--- src/watchdog_sleep_pkg.sv ---
// Constants and types shared by the watchdog and sleep control block
package watchdog_sleep_pkg;

  // ----------------------------------------------------------------------
  // Timing
  // ----------------------------------------------------------------------
  localparam int CLK_PERIOD_NS = 20;
  // Nominal period of one tick of the always-on RC oscillator
  localparam int RC_TICK_NS = 1000;
  localparam int RC_TICK_CYCLES = (RC_TICK_NS + CLK_PERIOD_NS - 1)
                                  / CLK_PERIOD_NS;
  // Unscaled watchdog period, counted in RC ticks
  localparam int WDT_BASE_PERIOD_US = 18000;
  localparam int WDT_BASE_TICKS = (WDT_BASE_PERIOD_US * 1000) / RC_TICK_NS;
  localparam int RC_CNT_W = 16;
  localparam int WDT_CNT_W = 24;
  localparam int PRE_CNT_W = 8;

  // ----------------------------------------------------------------------
  // Register indices (byte address is four times the index)
  // ----------------------------------------------------------------------
  localparam logic [13:0] IDX_STATUS = 14'h0003;
  localparam logic [13:0] IDX_INTCTL = 14'h000b;
  localparam logic [13:0] IDX_IRQ_EN = 14'h000c;
  localparam logic [13:0] IDX_CMD = 14'h0040;
  localparam logic [13:0] IDX_OPTION = 14'h0081;
  localparam logic [13:0] IDX_FUSE = 14'h2007;

  // ----------------------------------------------------------------------
  // Field positions and reset values
  // ----------------------------------------------------------------------
  localparam int STAT_TO_BIT = 4;
  localparam int STAT_PD_BIT = 3;
  localparam int STAT_ASLEEP_BIT = 0;
  localparam int GIE_BIT = 7;
  localparam int PSA_BIT = 3;
  localparam int PS_MSB = 2;
  localparam int FUSE_WATCHDOG_ENABLE_FUSE_BIT = 2;
  localparam int CMD_WATCHDOG_CLEAR_INSTRUCTION_BIT = 0;
  localparam int CMD_SLEEP_BIT = 1;
  localparam logic [7:0] OPTION_RESET = 8'hff;
  localparam logic [7:0] IRQ_EN_RESET = 8'h00;
  // Program address taken when vector_pulse fires
  localparam logic [12:0] IRQ_VECTOR = 13'h0004;

  // ----------------------------------------------------------------------
  // Core power state
  // ----------------------------------------------------------------------
  typedef enum logic [1:0] {ST_RUN, ST_SLEEP, ST_WAKE} core_state_e;

endpackage : watchdog_sleep_pkg

--- src/watchdog_sleep_wakeup_control.sv ---
// Watchdog timer with sleep entry and wake-up control, Avalon-MM slave
//
// Added by the designer: register access over Avalon-MM.
`timescale 1ns/100ps

// Contract
// - Watchdog counts from its own oscillator tick, running on through sleep.
// - Time-out while running issues a full watchdog reset.
// - Time-out while asleep wakes the core instead of resetting.
// - Cleared enable fuse disables the watchdog: no resets, no wake-ups.
// - Unscaled period is 18 ms, held as a count of oscillator ticks.
// - Option register can assign the prescaler, dividing up to 1:128.
// - Clear and sleep commands zero the counter and an assigned prescaler.
// - After sleep executes, time-out only wakes, never resets.
// - Every time-out clears the time-out status flag.
// - Clearing zeroes the prescaler count but keeps assignment and ratio.
// - Sleep entry clears power-down flag, sets time-out flag, stops oscillator.
// - During sleep all I/O pins hold their previous drive state.
// - Power-down flag set at power-up, cleared by sleep.
// - Master clear resets during sleep; time-out or interrupt wake instead.
// - Only sources working without the core clock can wake the device.
// - Sleep prefetches the instruction at the next program address.
// - Enabled interrupt wakes regardless of global interrupt enable.
// - After interrupt wake, run next instruction, then vector if enabled.
// - Enabled interrupt pending before sleep makes sleep a no-op.
// - Interrupt during or after sleep: sleep completes, then wakes at once.
// - Global interrupt enable is bit 7 and cleared by every reset.
module watchdog_sleep_wakeup_control #(
  parameter int IRQ_N = 8,
  parameter logic [7:0] WAKE_MASK = 8'h0f,
  parameter int BASE_TICKS = watchdog_sleep_pkg::WDT_BASE_TICKS,
  parameter int RC_DIV = watchdog_sleep_pkg::RC_TICK_CYCLES
) (
  // Clock and reset
  input wire logic clk_sys,
  input wire logic srst,
  // Avalon-MM register slave
  input wire logic [15:0] avs_address,
  input wire logic avs_read,
  input wire logic avs_write,
  input wire logic [31:0] avs_writedata,
  input wire logic [3:0] avs_byteenable,
  output logic [31:0] avs_readdata,
  output logic avs_waitrequest,
  // Pins and fuses
  input wire logic master_clear_pin_n,
  input wire logic [7:0] config_fuses,
  input wire logic [IRQ_N-1:0] irq_flags,
  // Core control
  output logic wdt_reset_pulse,
  output logic wake_pulse,
  output logic vector_pulse,
  output logic prefetch_pulse,
  output logic osc_run,
  output logic io_hold
);
  import watchdog_sleep_pkg::*;

  // ----------------------------------------------------------------------
  // Parameter checks
  // ----------------------------------------------------------------------
  if (IRQ_N < 1 || IRQ_N > 8) begin : g_chk_irq
    $error("IRQ_N must lie between 1 and 8");
  end
  if (BASE_TICKS < 1 || BASE_TICKS >= (1 << WDT_CNT_W)) begin : g_chk_base
    $error("BASE_TICKS out of range");
  end
  if (RC_DIV < 1 || RC_DIV >= (1 << RC_CNT_W)) begin : g_chk_div
    $error("RC_DIV out of range");
  end

  localparam logic [WDT_CNT_W-1:0] BASE_LAST = WDT_CNT_W'(BASE_TICKS - 1);
  localparam logic [RC_CNT_W-1:0] RC_LAST = RC_CNT_W'(RC_DIV - 1);
  localparam logic [7:0] EN_MASK = 8'((9'h001 << IRQ_N) - 9'h001);

  // ----------------------------------------------------------------------
  // State
  // ----------------------------------------------------------------------
  typedef struct packed {
    core_state_e st;
    logic [RC_CNT_W-1:0] rc_cnt;
    logic [WDT_CNT_W-1:0] base_cnt;
    logic [PRE_CNT_W-1:0] pre_cnt;
    logic tmo;
    logic [7:0] option;
    logic [7:0] irq_en;
    logic global_irq_enable;
    logic tof;
    logic pdf;
    logic vec_pend;
    logic wait_n;
    logic [7:0] rdata;
    logic wdt_rst;
    logic wake;
    logic vec;
    logic prefetch;
    logic osc_run;
    logic io_hold;
  } blk_state_s;

  blk_state_s r_reg;
  blk_state_s r_next;

  // Address decode shared by reads, writes and commands
  function automatic logic hit(input logic [15:0] a, input logic [13:0] idx);
    return a[15:2] == idx;
  endfunction : hit

  // Prescaler terminal count for ratio 1:2^ps
  function automatic logic [PRE_CNT_W-1:0] ratio_last(input logic [2:0] ps);
    return PRE_CNT_W'((9'h001 << ps) - 9'h001);
  endfunction : ratio_last

  // ----------------------------------------------------------------------
  // Decoded events
  // ----------------------------------------------------------------------
  logic bus_wr;
  logic cmd_clr;
  logic cmd_sleep;
  logic irq_act;
  logic irq_wake;
  logic fuse_en;
  logic rc_tick;
  logic prescaler_assign_select;

  // A write takes effect at the edge where waitrequest is seen low
  assign bus_wr = avs_write && !r_reg.wait_n && avs_byteenable[0];
  assign cmd_clr = bus_wr && hit(avs_address, IDX_CMD)
                   && avs_writedata[CMD_WATCHDOG_CLEAR_INSTRUCTION_BIT] && r_reg.st == ST_RUN;
  assign cmd_sleep = bus_wr && hit(avs_address, IDX_CMD)
                     && avs_writedata[CMD_SLEEP_BIT] && r_reg.st == ST_RUN;
  // Any enabled interrupt pending turns sleep into a no-op
  assign irq_act = |(irq_flags & r_reg.irq_en[IRQ_N-1:0]);
  // Only sources that run without the core clock may wake
  assign irq_wake = |(irq_flags & r_reg.irq_en[IRQ_N-1:0]
                      & WAKE_MASK[IRQ_N-1:0]);
  assign fuse_en = config_fuses[FUSE_WATCHDOG_ENABLE_FUSE_BIT];
  assign rc_tick = r_reg.rc_cnt == RC_LAST;
  assign prescaler_assign_select = r_reg.option[PSA_BIT];

  // ----------------------------------------------------------------------
  // Next-state logic
  // ----------------------------------------------------------------------
  always_comb begin
    r_next = r_reg;
    r_next.wdt_rst = 1'b0;
    r_next.wake = 1'b0;
    r_next.vec = 1'b0;
    r_next.prefetch = 1'b0;
    r_next.tmo = 1'b0;

    // Free-running tick divider; never gated by sleep
    r_next.rc_cnt = rc_tick ? '0 : r_reg.rc_cnt + 1'b1;

    // Watchdog counter and optional prescaler, on oscillator ticks only
    if (fuse_en && rc_tick) begin
      if (r_reg.base_cnt == BASE_LAST) begin
        r_next.base_cnt = '0;
        if (prescaler_assign_select) begin
          if (r_reg.pre_cnt == ratio_last(r_reg.option[PS_MSB:0])) begin
            r_next.pre_cnt = '0;
            r_next.tmo = 1'b1;
          end else begin
            r_next.pre_cnt = r_reg.pre_cnt + 1'b1;
          end
        end else begin
          r_next.tmo = 1'b1;
        end
      end else begin
        r_next.base_cnt = r_reg.base_cnt + 1'b1;
      end
    end

    // Avalon handshake: lower waitrequest for one cycle per request
    if (!r_reg.wait_n) begin
      r_next.wait_n = 1'b1;
    end else if (avs_read || avs_write) begin
      r_next.wait_n = 1'b0;
      r_next.rdata = 8'h00;
      if (hit(avs_address, IDX_STATUS)) begin
        r_next.rdata[STAT_TO_BIT] = r_reg.tof;
        r_next.rdata[STAT_PD_BIT] = r_reg.pdf;
        r_next.rdata[STAT_ASLEEP_BIT] = r_reg.st == ST_SLEEP;
      end else if (hit(avs_address, IDX_INTCTL)) begin
        r_next.rdata[GIE_BIT] = r_reg.global_irq_enable;
      end else if (hit(avs_address, IDX_IRQ_EN)) begin
        r_next.rdata = r_reg.irq_en;
      end else if (hit(avs_address, IDX_OPTION)) begin
        r_next.rdata = r_reg.option;
      end else if (hit(avs_address, IDX_FUSE)) begin
        r_next.rdata = config_fuses;
      end
    end

    // Plain register writes
    if (bus_wr && hit(avs_address, IDX_OPTION)) begin
      r_next.option = avs_writedata[7:0];
    end
    if (bus_wr && hit(avs_address, IDX_INTCTL)) begin
      r_next.global_irq_enable = avs_writedata[GIE_BIT];
    end
    if (bus_wr && hit(avs_address, IDX_IRQ_EN)) begin
      r_next.irq_en = avs_writedata[7:0] & EN_MASK;
    end

    // Reset sources first, then the power state machine
    if (!master_clear_pin_n) begin
      // External reset, also out of sleep; status flags keep their values
      r_next.st = ST_RUN;
      r_next.osc_run = 1'b1;
      r_next.io_hold = 1'b0;
      r_next.global_irq_enable = 1'b0;
      r_next.option = OPTION_RESET;
      r_next.irq_en = IRQ_EN_RESET;
      r_next.base_cnt = '0;
      r_next.pre_cnt = '0;
      r_next.vec_pend = 1'b0;
      r_next.tmo = 1'b0;
    end else if (r_reg.tmo && r_reg.st != ST_SLEEP) begin
      // Time-out while running is a full watchdog reset
      r_next.wdt_rst = 1'b1;
      r_next.tof = 1'b0;
      r_next.st = ST_RUN;
      r_next.global_irq_enable = 1'b0;
      r_next.option = OPTION_RESET;
      r_next.irq_en = IRQ_EN_RESET;
      r_next.base_cnt = '0;
      r_next.pre_cnt = '0;
      r_next.vec_pend = 1'b0;
    end else if (r_reg.tmo) begin
      // Asleep, so the time-out only wakes; no vector follows
      r_next.wake = 1'b1;
      r_next.tof = 1'b0;
      r_next.st = ST_WAKE;
      r_next.vec_pend = 1'b0;
      r_next.osc_run = 1'b1;
      r_next.io_hold = 1'b0;
    end else begin
      unique case (r_reg.st)
        ST_RUN: begin
          // Clear command: zero the count, keep assignment and ratio
          if (cmd_clr || (cmd_sleep && !irq_act)) begin
            r_next.base_cnt = '0;
            r_next.tmo = 1'b0;
            if (prescaler_assign_select) begin
              r_next.pre_cnt = '0;
            end
          end
          if (cmd_sleep) begin
            r_next.prefetch = 1'b1;
            // A pending enabled interrupt leaves everything but the prefetch untouched
            if (!irq_act) begin
              r_next.pdf = 1'b0;
              r_next.tof = 1'b1;
              r_next.osc_run = 1'b0;
              r_next.io_hold = 1'b1;
              r_next.st = ST_SLEEP;
            end
          end
        end
        ST_SLEEP: begin
          // A late interrupt is seen here, after sleep has completed
          if (irq_wake) begin
            r_next.wake = 1'b1;
            r_next.st = ST_WAKE;
            r_next.vec_pend = r_reg.global_irq_enable;
            r_next.osc_run = 1'b1;
            r_next.io_hold = 1'b0;
          end
        end
        ST_WAKE: begin
          // Instruction after sleep runs here; vector only afterwards
          r_next.st = ST_RUN;
          r_next.vec = r_reg.vec_pend;
          r_next.vec_pend = 1'b0;
        end
      endcase
    end
  end

  // ----------------------------------------------------------------------
  // State register
  // ----------------------------------------------------------------------
  // Power-on reset; the only place the power-down flag is set
  always_ff @(posedge clk_sys) begin
    if (srst) begin
      r_reg <= '0;
      r_reg.st <= ST_RUN;
      r_reg.option <= OPTION_RESET;
      r_reg.irq_en <= IRQ_EN_RESET;
      r_reg.global_irq_enable <= 1'b0;
      r_reg.tof <= 1'b1;
      r_reg.pdf <= 1'b1;
      r_reg.wait_n <= 1'b1;
      r_reg.osc_run <= 1'b1;
    end else begin
      r_reg <= r_next;
    end
  end

  // Outputs straight from the state flops
  assign avs_readdata = {24'h000000, r_reg.rdata};
  assign avs_waitrequest = r_reg.wait_n;
  assign wdt_reset_pulse = r_reg.wdt_rst;
  assign wake_pulse = r_reg.wake;
  assign vector_pulse = r_reg.vec;
  assign prefetch_pulse = r_reg.prefetch;
  assign osc_run = r_reg.osc_run;
  assign io_hold = r_reg.io_hold;
endmodule : watchdog_sleep_wakeup_control

--- config.mk ---
export PLATFORM = sky130hd
export DESIGN_NAME = watchdog_sleep_wakeup_control
export DESIGN_NICKNAME = d
export VERILOG_FILES = /design/src/watchdog_sleep_pkg.sv /design/src/watchdog_sleep_wakeup_control.sv
export SDC_FILE = /design/constraint.sdc
export NUM_CORES = 1
export LEC_CHECK = 0
export BUFFER_PORTS_ARGS = -buffer_cell sky130_fd_sc_hd__clkbuf_2
export CORE_MARGIN = 5
export CORE_UTILIZATION = 55
export DETAILED_ROUTE_END_ITERATION = 8
export PLACE_DENSITY_LB_ADDON = 0.2
export SLEW_MARGIN = 40
export SYNTH_ARGS = -nofsm -noshare
export SYNTH_HDL_FRONTEND = slang
export SYNTH_SLANG_ARGS = --single-unit
--- constraint.sdc ---
create_clock -name clk_sys -period 4.1 [get_ports clk_sys]
set_input_delay 0.41 -clock clk_sys [delete_from_list [all_inputs] [get_ports clk_sys]]
set_output_delay 0.41 -clock clk_sys [all_outputs]
set_load 0.1 [all_outputs]
==> impl_metrics.yaml, run 1 <==
min_path:
  min-delay-start: "avs_writedata[6]"
  hp-class: "input port to flop"
final_layout:
  drive_above_1_share_pct: 16.13
  utilization_pct: 61.05
  largest_reg_flops: 70
  antenna_cells: 0
  areaGrowthSynthToFinish_pct: 8.692
  nNetsFinal: 664
synth:
  synth_seq_area_share_pct: 37.49
  synth-edff-count: 0
  ys_warn_count: 0
  yosys.area.top_type: "dfxtp_1"
  synth-seq-cells: 86
  synth.distinct_cells: 65
  synthXorXnorAreaFrac_pct: 6.866
  synth_fa_ha_area_share_pct: 1.907
  synth_top_family_by_area: "simple AND/OR/NAND/NOR gates"
  synth-compound-area-share_pct: 13.32
  ys_async_sr_fraction_pct: 0
  synthSimpleGateAreaFrac_pct: 28.99
  synth_ff_type: "dfxtp_1"
  syn-cell-area_um2: 4592
  synth.area.top_cells: "dfxtp_1 (37%), buf_4 (5.4%), nand2_1 (5.0%), nor2_1 (4.9%), xnor2_1 (4.6%)"
  synthMuxAreaShare_pct: 2.425
  syn_area_per_cell_um2: 8.426
  syn_inst: 545
  synth_top_area_share_pct: 37.49
clock_network:
  cts-resized-gates: 0
  cts_num_sinks: 86
  ctsLongestPathBuffers: 2
  cts_made_buffers: 9
  postCtsSetupBuffers: 0
  cts_hold_buf: 0
  htreeDepth: 3
  clkTransAtPathRegs_ns: 0.10
  cts-root-buf: "clkbuf_8"
  insertion_delay_ns: 0.36
  cts_tree: "built"
routing:
  via_count: 3927
  antenna_left: 0
  met3_length_um: 639
  wl_per_cell_um: 14.64
  wl_met1_um: 4433
  dr.pass1.iters: 5
  drcViolationCount: 0
  vias_per_cell: 5.659
  dr.first_iter.drc_count: 149
  top_layer: "met4"
  wl_um: 10160
  wl_met2_um: 4904
sta:
  setup_viol: 0
  hold_viol: 0
  max-slew-margin-rel_pct: 45.38
  maxSlewViolCount: 0
  clock.fmax_mhz: 374.3
  rsz0062_at_grt: "false"
  final.setup.tns_ns: 0
  fin_skew_ns: 0.01470
  worst_pin_slew_ns: 0.7987
  fin_ws_ns: 1.428
  fin_crit_sh_pct: 65.16
  min_period_ns: 2.672
  whs_ns: 0.2971
floorplan:
  fp.dieH_um: 101.4
  core_area_um2: 8175
  die_area_um2: 10280
  start_util_pct: 56.17
  core.rowCount: 33
  die_width_um: 101.4
  io_pins: 112
worst_setup_path:
  crit_path_end_kind: "flop"
  rr_worst_depth: 7
  max_stage_delay_ns: 0.57
  setup.worst_path.class: "flop to flop"
  reg2reg_to: "r_reg[44]"
  crit_path_start: "r_reg[68]"
  r2r-start: "r_reg[68]"
  r2r_slack_ns: 1.43
  cp.arrival_ns: 2.89
  critical-path-slowest-cell: "or3_1"
  path_cells: "ha_1 > nor4bb_1 > nand4_1 > or3_1 > nor3_1 > nand2b_2 > nor2_1"
  startpoint_type: "flop"
  crit_end: "r_reg[44]"
  worst-path-max-fanout: 24
  required_ns: 4.32
run:
  drv_cap: 0
placed_design:
  dpl.hpwl_um: 7617
  pre_cts_ws_ns: 0.9453
  port_buffers: 58
  gp_congestion: 0.8252
global_routing:
  antenna_found_initial: 0
  grt_pass1_wl_um: 16950
  grt_usage_pct: 20.17
  grt_max_degree: 25
  grt-ovfl-total: 0
  grt_pass1_vias: 3757
pwr:
  ir_drop_uv: 181.6
  leakage_nw: 1.835
  p_per_area_nw_per_um2: 338.0
status:
  status: "finished clean"
per-stage QoR:
step                      instance area (um2)  power [mW]  std cells
after floorplan                          4678       1.030        568
after global placement                   4766       1.045        678
after detailed placement                 4766       1.047        678
after CTS                                4989       1.698        694
after global routing                     4991       1.754        694
final                                    4991       1.687        694
per-layer routing:
metal  vias to the layer above  global-route usage (%)
li1                       1975                       -
met1                      1825                   24.86
met2                       110                   35.21
met3                        17                   3.030
met4                         0                   8.078
met5                         -                       0
layout by cell type (no fill, tap or decap), types with 3 or more instances in the layout:
cell | synthesis | layout
dfxtp_1 | 86 | 86
nand2_1 | 61 | 61
nor2_1 | 60 | 60
clkbuf_2 | 0 | 58
nor3_1 | 28 | 28
xnor2_1 | 24 | 24
conb_1 | 1 | 24
nand3_1 | 22 | 22
inv_1 | 16 | 16
o21ai_0 | 13 | 13
nand2b_1 | 13 | 12
a21oi_1 | 12 | 12
xor2_1 | 12 | 12
and3_1 | 11 | 11
o211ai_1 | 11 | 11
mux2i_1 | 10 | 10
clkbuf_8 | 0 | 9
nand4_1 | 8 | 8
ha_1 | 7 | 7
nor4_1 | 6 | 6
or3_1 | 5 | 5
nand4b_1 | 5 | 5
nor4b_1 | 5 | 5
a222oi_1 | 5 | 5
a221oi_1 | 4 | 4
a221o_1 | 4 | 4
nor3b_1 | 4 | 4
a22o_1 | 3 | 3
nor4_2 | 3 | 3
a22oi_1 | 3 | 3
a31o_2 | 3 | 3
a21o_1 | 3 | 3
and4_1 | 3 | 3
clkinv_4 | 0 | 3
kinds of logic after synthesis:
logic type | after synthesis
AO/OA/AOI/OAI | 80
XOR/XNOR | 36
adder cells (fa/ha/maj) | 7
buffers and inverters | 71
flip-flops | 86
multiplexers | 11
other | 1
AND/OR/NAND/NOR | 253
synth_stat cells, drive strengths merged, types with 6 or more instances:
master	instances
dfxtp	86
nor4	10
a21oi	12
and3	11
xnor2	24
nand4	8
nor4b	6
buf	38
xor2	12
o211ai	11
mux2i	10
ha	7
nand2	61
nor2	60
clkbuf	17
nand3	23
inv	16
nor3	30
o21ai	14
nand2b	13
report_power, final:
group	internal, mW	switching (mW)	leakage (nW)
Clock	0.349	0.310	0.111
Combinational	0.0295	0.156	1.03
Sequential	0.839	0.00383	0.694
critical path: cells and delay by family, from the launching register on:
kind,cells,cell delay (ns)
AND/OR/NAND/NOR,6,1.98
flip-flops,1,0.39
adder cells (fa/ha/maj),1,0.18
how the worst min path moves through the flow:
stage | end | slack (ns) | cells after the start
after floorplan | vector_pulse | 0.41 | 2
after global placement | vector_pulse | 0.43 | 2
after detailed placement | vector_pulse | 0.43 | 2
after CTS | r_reg[25] | 0.29 | 3
after global routing | r_reg[25] | 0.29 | 3
final | r_reg[25] | 0.30 | 3
cell type report:
| cell class | count | area (um2) |
|---|---|---|
| Fill cell | 731 | 3184 |
| Multi-Input combinational cell | 411 | 2550 |
| Sequential cell | 86 | 1722 |
| Timing Repair Buffer | 60 | 305.3 |
| Tap cell | 105 | 131.4 |
| Clock buffer | 10 | 127.6 |
| Clock inverter | 6 | 95.09 |
| Inverter | 16 | 60.06 |
Note: power is estimated with default switching activity, not from simulation.
==> run 2, diff against run 1 <==
--- a/config.mk
+++ b/config.mk
@@ -7,7 +7,7 @@
 export LEC_CHECK = 0
 export BUFFER_PORTS_ARGS = -buffer_cell sky130_fd_sc_hd__clkbuf_2
 export CORE_MARGIN = 5
-export CORE_UTILIZATION = 55
+export CORE_UTILIZATION = 54
 export DETAILED_ROUTE_END_ITERATION = 8
 export PLACE_DENSITY_LB_ADDON = 0.2
 export SLEW_MARGIN = 40
==> constraint.sdc (replaced) <==
create_clock -name clk_sys -period 2.7 [get_ports clk_sys]
set_input_delay 0.27 -clock clk_sys [delete_from_list [all_inputs] [get_ports clk_sys]]
set_output_delay 0.27 -clock clk_sys [all_outputs]
set_load 0.1 [all_outputs]
==> impl_metrics.yaml, run 2 (synthesis gave the netlist of run 1 again) <==
status:
  status: "finished clean"
floorplan:
  io_pins: 112
  die_width_um: 102.2
  core.rowCount: 33
  start_util_pct: 55.61
  fp.dieH_um: 102.2
  die_area_um2: 10450
  core_area_um2: 8258
pwr:
  power_switching_uw: 721.0
  p_seq_share_pct: 51.7
  p_clk_share_pct: 36.7
  leakage_nw: 1.875
  switching_share_pct: 29.13
  p_per_area_nw_per_um2: 489.6
  ir_drop_uv: 353.4
  pwr-share-comb_pct: 11.6
  p_int_mw: 1.754
routing:
  via_count: 3939
  dr.pass1.iters: 5
  dr.first_iter.drc_count: 170
  wl_um: 10420
  wl_per_cell_um: 14.80
  drcViolationCount: 0
  vias_per_cell: 5.595
  antenna_left: 0
worst_setup_path:
  cp.depth: 5
  r2r-start: "r_reg[29]"
  crit_family: "compound AO/OA/AOI/OAI gates"
  rr_worst_depth: 5
  startpoint_type: "flop"
  worst-path-max-fanout: 14
  required_ns: 2.94
  crit_path_start: "r_reg[29]"
  critPathBufInv: 0
  setup.worst_path.class: "flop to flop"
  crit_path_end_kind: "flop"
  max_stage_delay_ns: 0.61
  r2r_slack_ns: 0.30
  reg2reg_to: "r_reg[35]"
  crit_end: "r_reg[35]"
  critical-path-slowest-cell: "a2111oi_0"
  path_cells: "nor4_1 > o221ai_1 > a2111oi_0 > a41oi_2 > a2111oi_1"
  cp.arrival_ns: 2.64
placed_design:
  gp_congestion: 0.8612
  port_buffers: 58
  dpl.hpwl_um: 7941
global_routing:
  grt_pass1_vias: 3736
  grt-ovfl-total: 0
  grt_usage_pct: 20.81
  grt_pass1_wl_um: 17550
  antenna_found_initial: 0
  grt_max_degree: 25
final_layout:
  final_cell_mix: "dfxtp_1 (86), nand2_1 (61), nor2_1 (60)"
  largest_reg_flops: 70
  fill_cells: 741
  areaGrowthSynthToFinish_pct: 10.11
  antenna_cells: 0
  drive_above_1_share_pct: 17.70
  multi_input_area_um2: 2552
  ff_latch_area_um2: 1722
  nNetsFinal: 674
  layout_commonest_cell: "dfxtp_1"
sta:
  fin_skew_ns: 0.008005
  fin_crit_sh_pct: 88.91
  setup_viol: 0
  whs_ns: 0.1474
  clock.fmax_mhz: 416.6
  maxSlewViolCount: 0
  hold_viol: 0
  rsz0062_at_grt: "false"
  final.setup.tns_ns: 0
  max-slew-margin-rel_pct: 53.07
  worst_pin_slew_ns: 0.6861
  min_period_ns: 2.401
clock_network:
  cts-root-buf: "clkbuf_8"
  cts_num_sinks: 86
  cts-resized-gates: 0
  htreeDepth: 3
  clkTransAtPathRegs_ns: 0.09
  ctsLongestPathBuffers: 2
  cts_hold_buf: 0
  cts_tree: "built"
  postCtsSetupBuffers: 0
  cts_made_buffers: 9
  insertion_delay_ns: 0.36
run:
  drv_cap: 0
min_path:
  hp-class: "input port to flop"
run 2: worst min-delay path by stage:
stage / startpoint / end / slack [ns] / cells after the start
final: avs_writedata[6] / r_reg[33] / 0.15 / 3
after global routing: avs_writedata[4] / r_reg[23] / 0.16 / 3
after detailed placement: avs_readdata[7] / avs_readdata[7] / 0.44 / 2
after floorplan: avs_writedata[3] / prescaler_assign_select / 0.40 / 2
after CTS: avs_writedata[6] / r_reg[33] / 0.14 / 3
after global placement: r_reg[15] / vector_pulse / 0.44 / 2
run 2: area by class of cell:
| cell class | instances | share of cell area (%) |
|---|---|---|
| clock buffer | 9 | 2.450 |
| multi-input combinational | 411 | 50.48 |
| sequential | 86 | 34.05 |
| inverter | 16 | 1.188 |
| clock inverter | 7 | 1.460 |
| timing repair buffer | 70 | 7.770 |
| tap | 105 | 2.598 |
run 2: routing by layer:
layer  vias to the layer above  part of all wire (%)  track usage [%]
met2                       109                    48            36.08
li1                       1986                     -                -
met5                         -                     0                0
met3                        22                   6.3            4.096
met1                      1822                    44            26.02
met4                         0                   1.5            6.559
run 2: power by group through the flow:
stage / clock (mW) / combinational (mW) / sequential (mW)
floorplan: 0 / 0.248 / 1.32
global placement: 0 / 0.284 / 1.31
detailed placement: 0 / 0.285 / 1.31
CTS: 0.923 / 0.286 / 1.28
global route: 0.980 / 0.303 / 1.28
finish: 0.908 / 0.287 / 1.28
run 2: worst register-to-register path: cells and delay by family (launching register included):
kind | cells | cell delay [ns]
AOI/OAI and AO/OA | 4 | 1.52
DFF | 1 | 0.44
and+or+nand+nor | 1 | 0.32
run 2: per-stage QoR:
stage / instances / util, % / total power [mW] / instance area, um2 / worst slack [ns]
global route: 704 / 61.23 / 2.564 / 5056 / 0.03574
floorplan: 568 / - / 1.565 / 4678 / 0.3488
global placement: 688 / 58.77 / 1.593 / 4853 / 0.2318
finish: 704 / 61.23 / 2.475 / 5056 / 0.2995
CTS: 704 / 61.17 / 2.489 / 5051 / 0.2142
detailed placement: 688 / 58.77 / 1.595 / 4853 / 0.1454
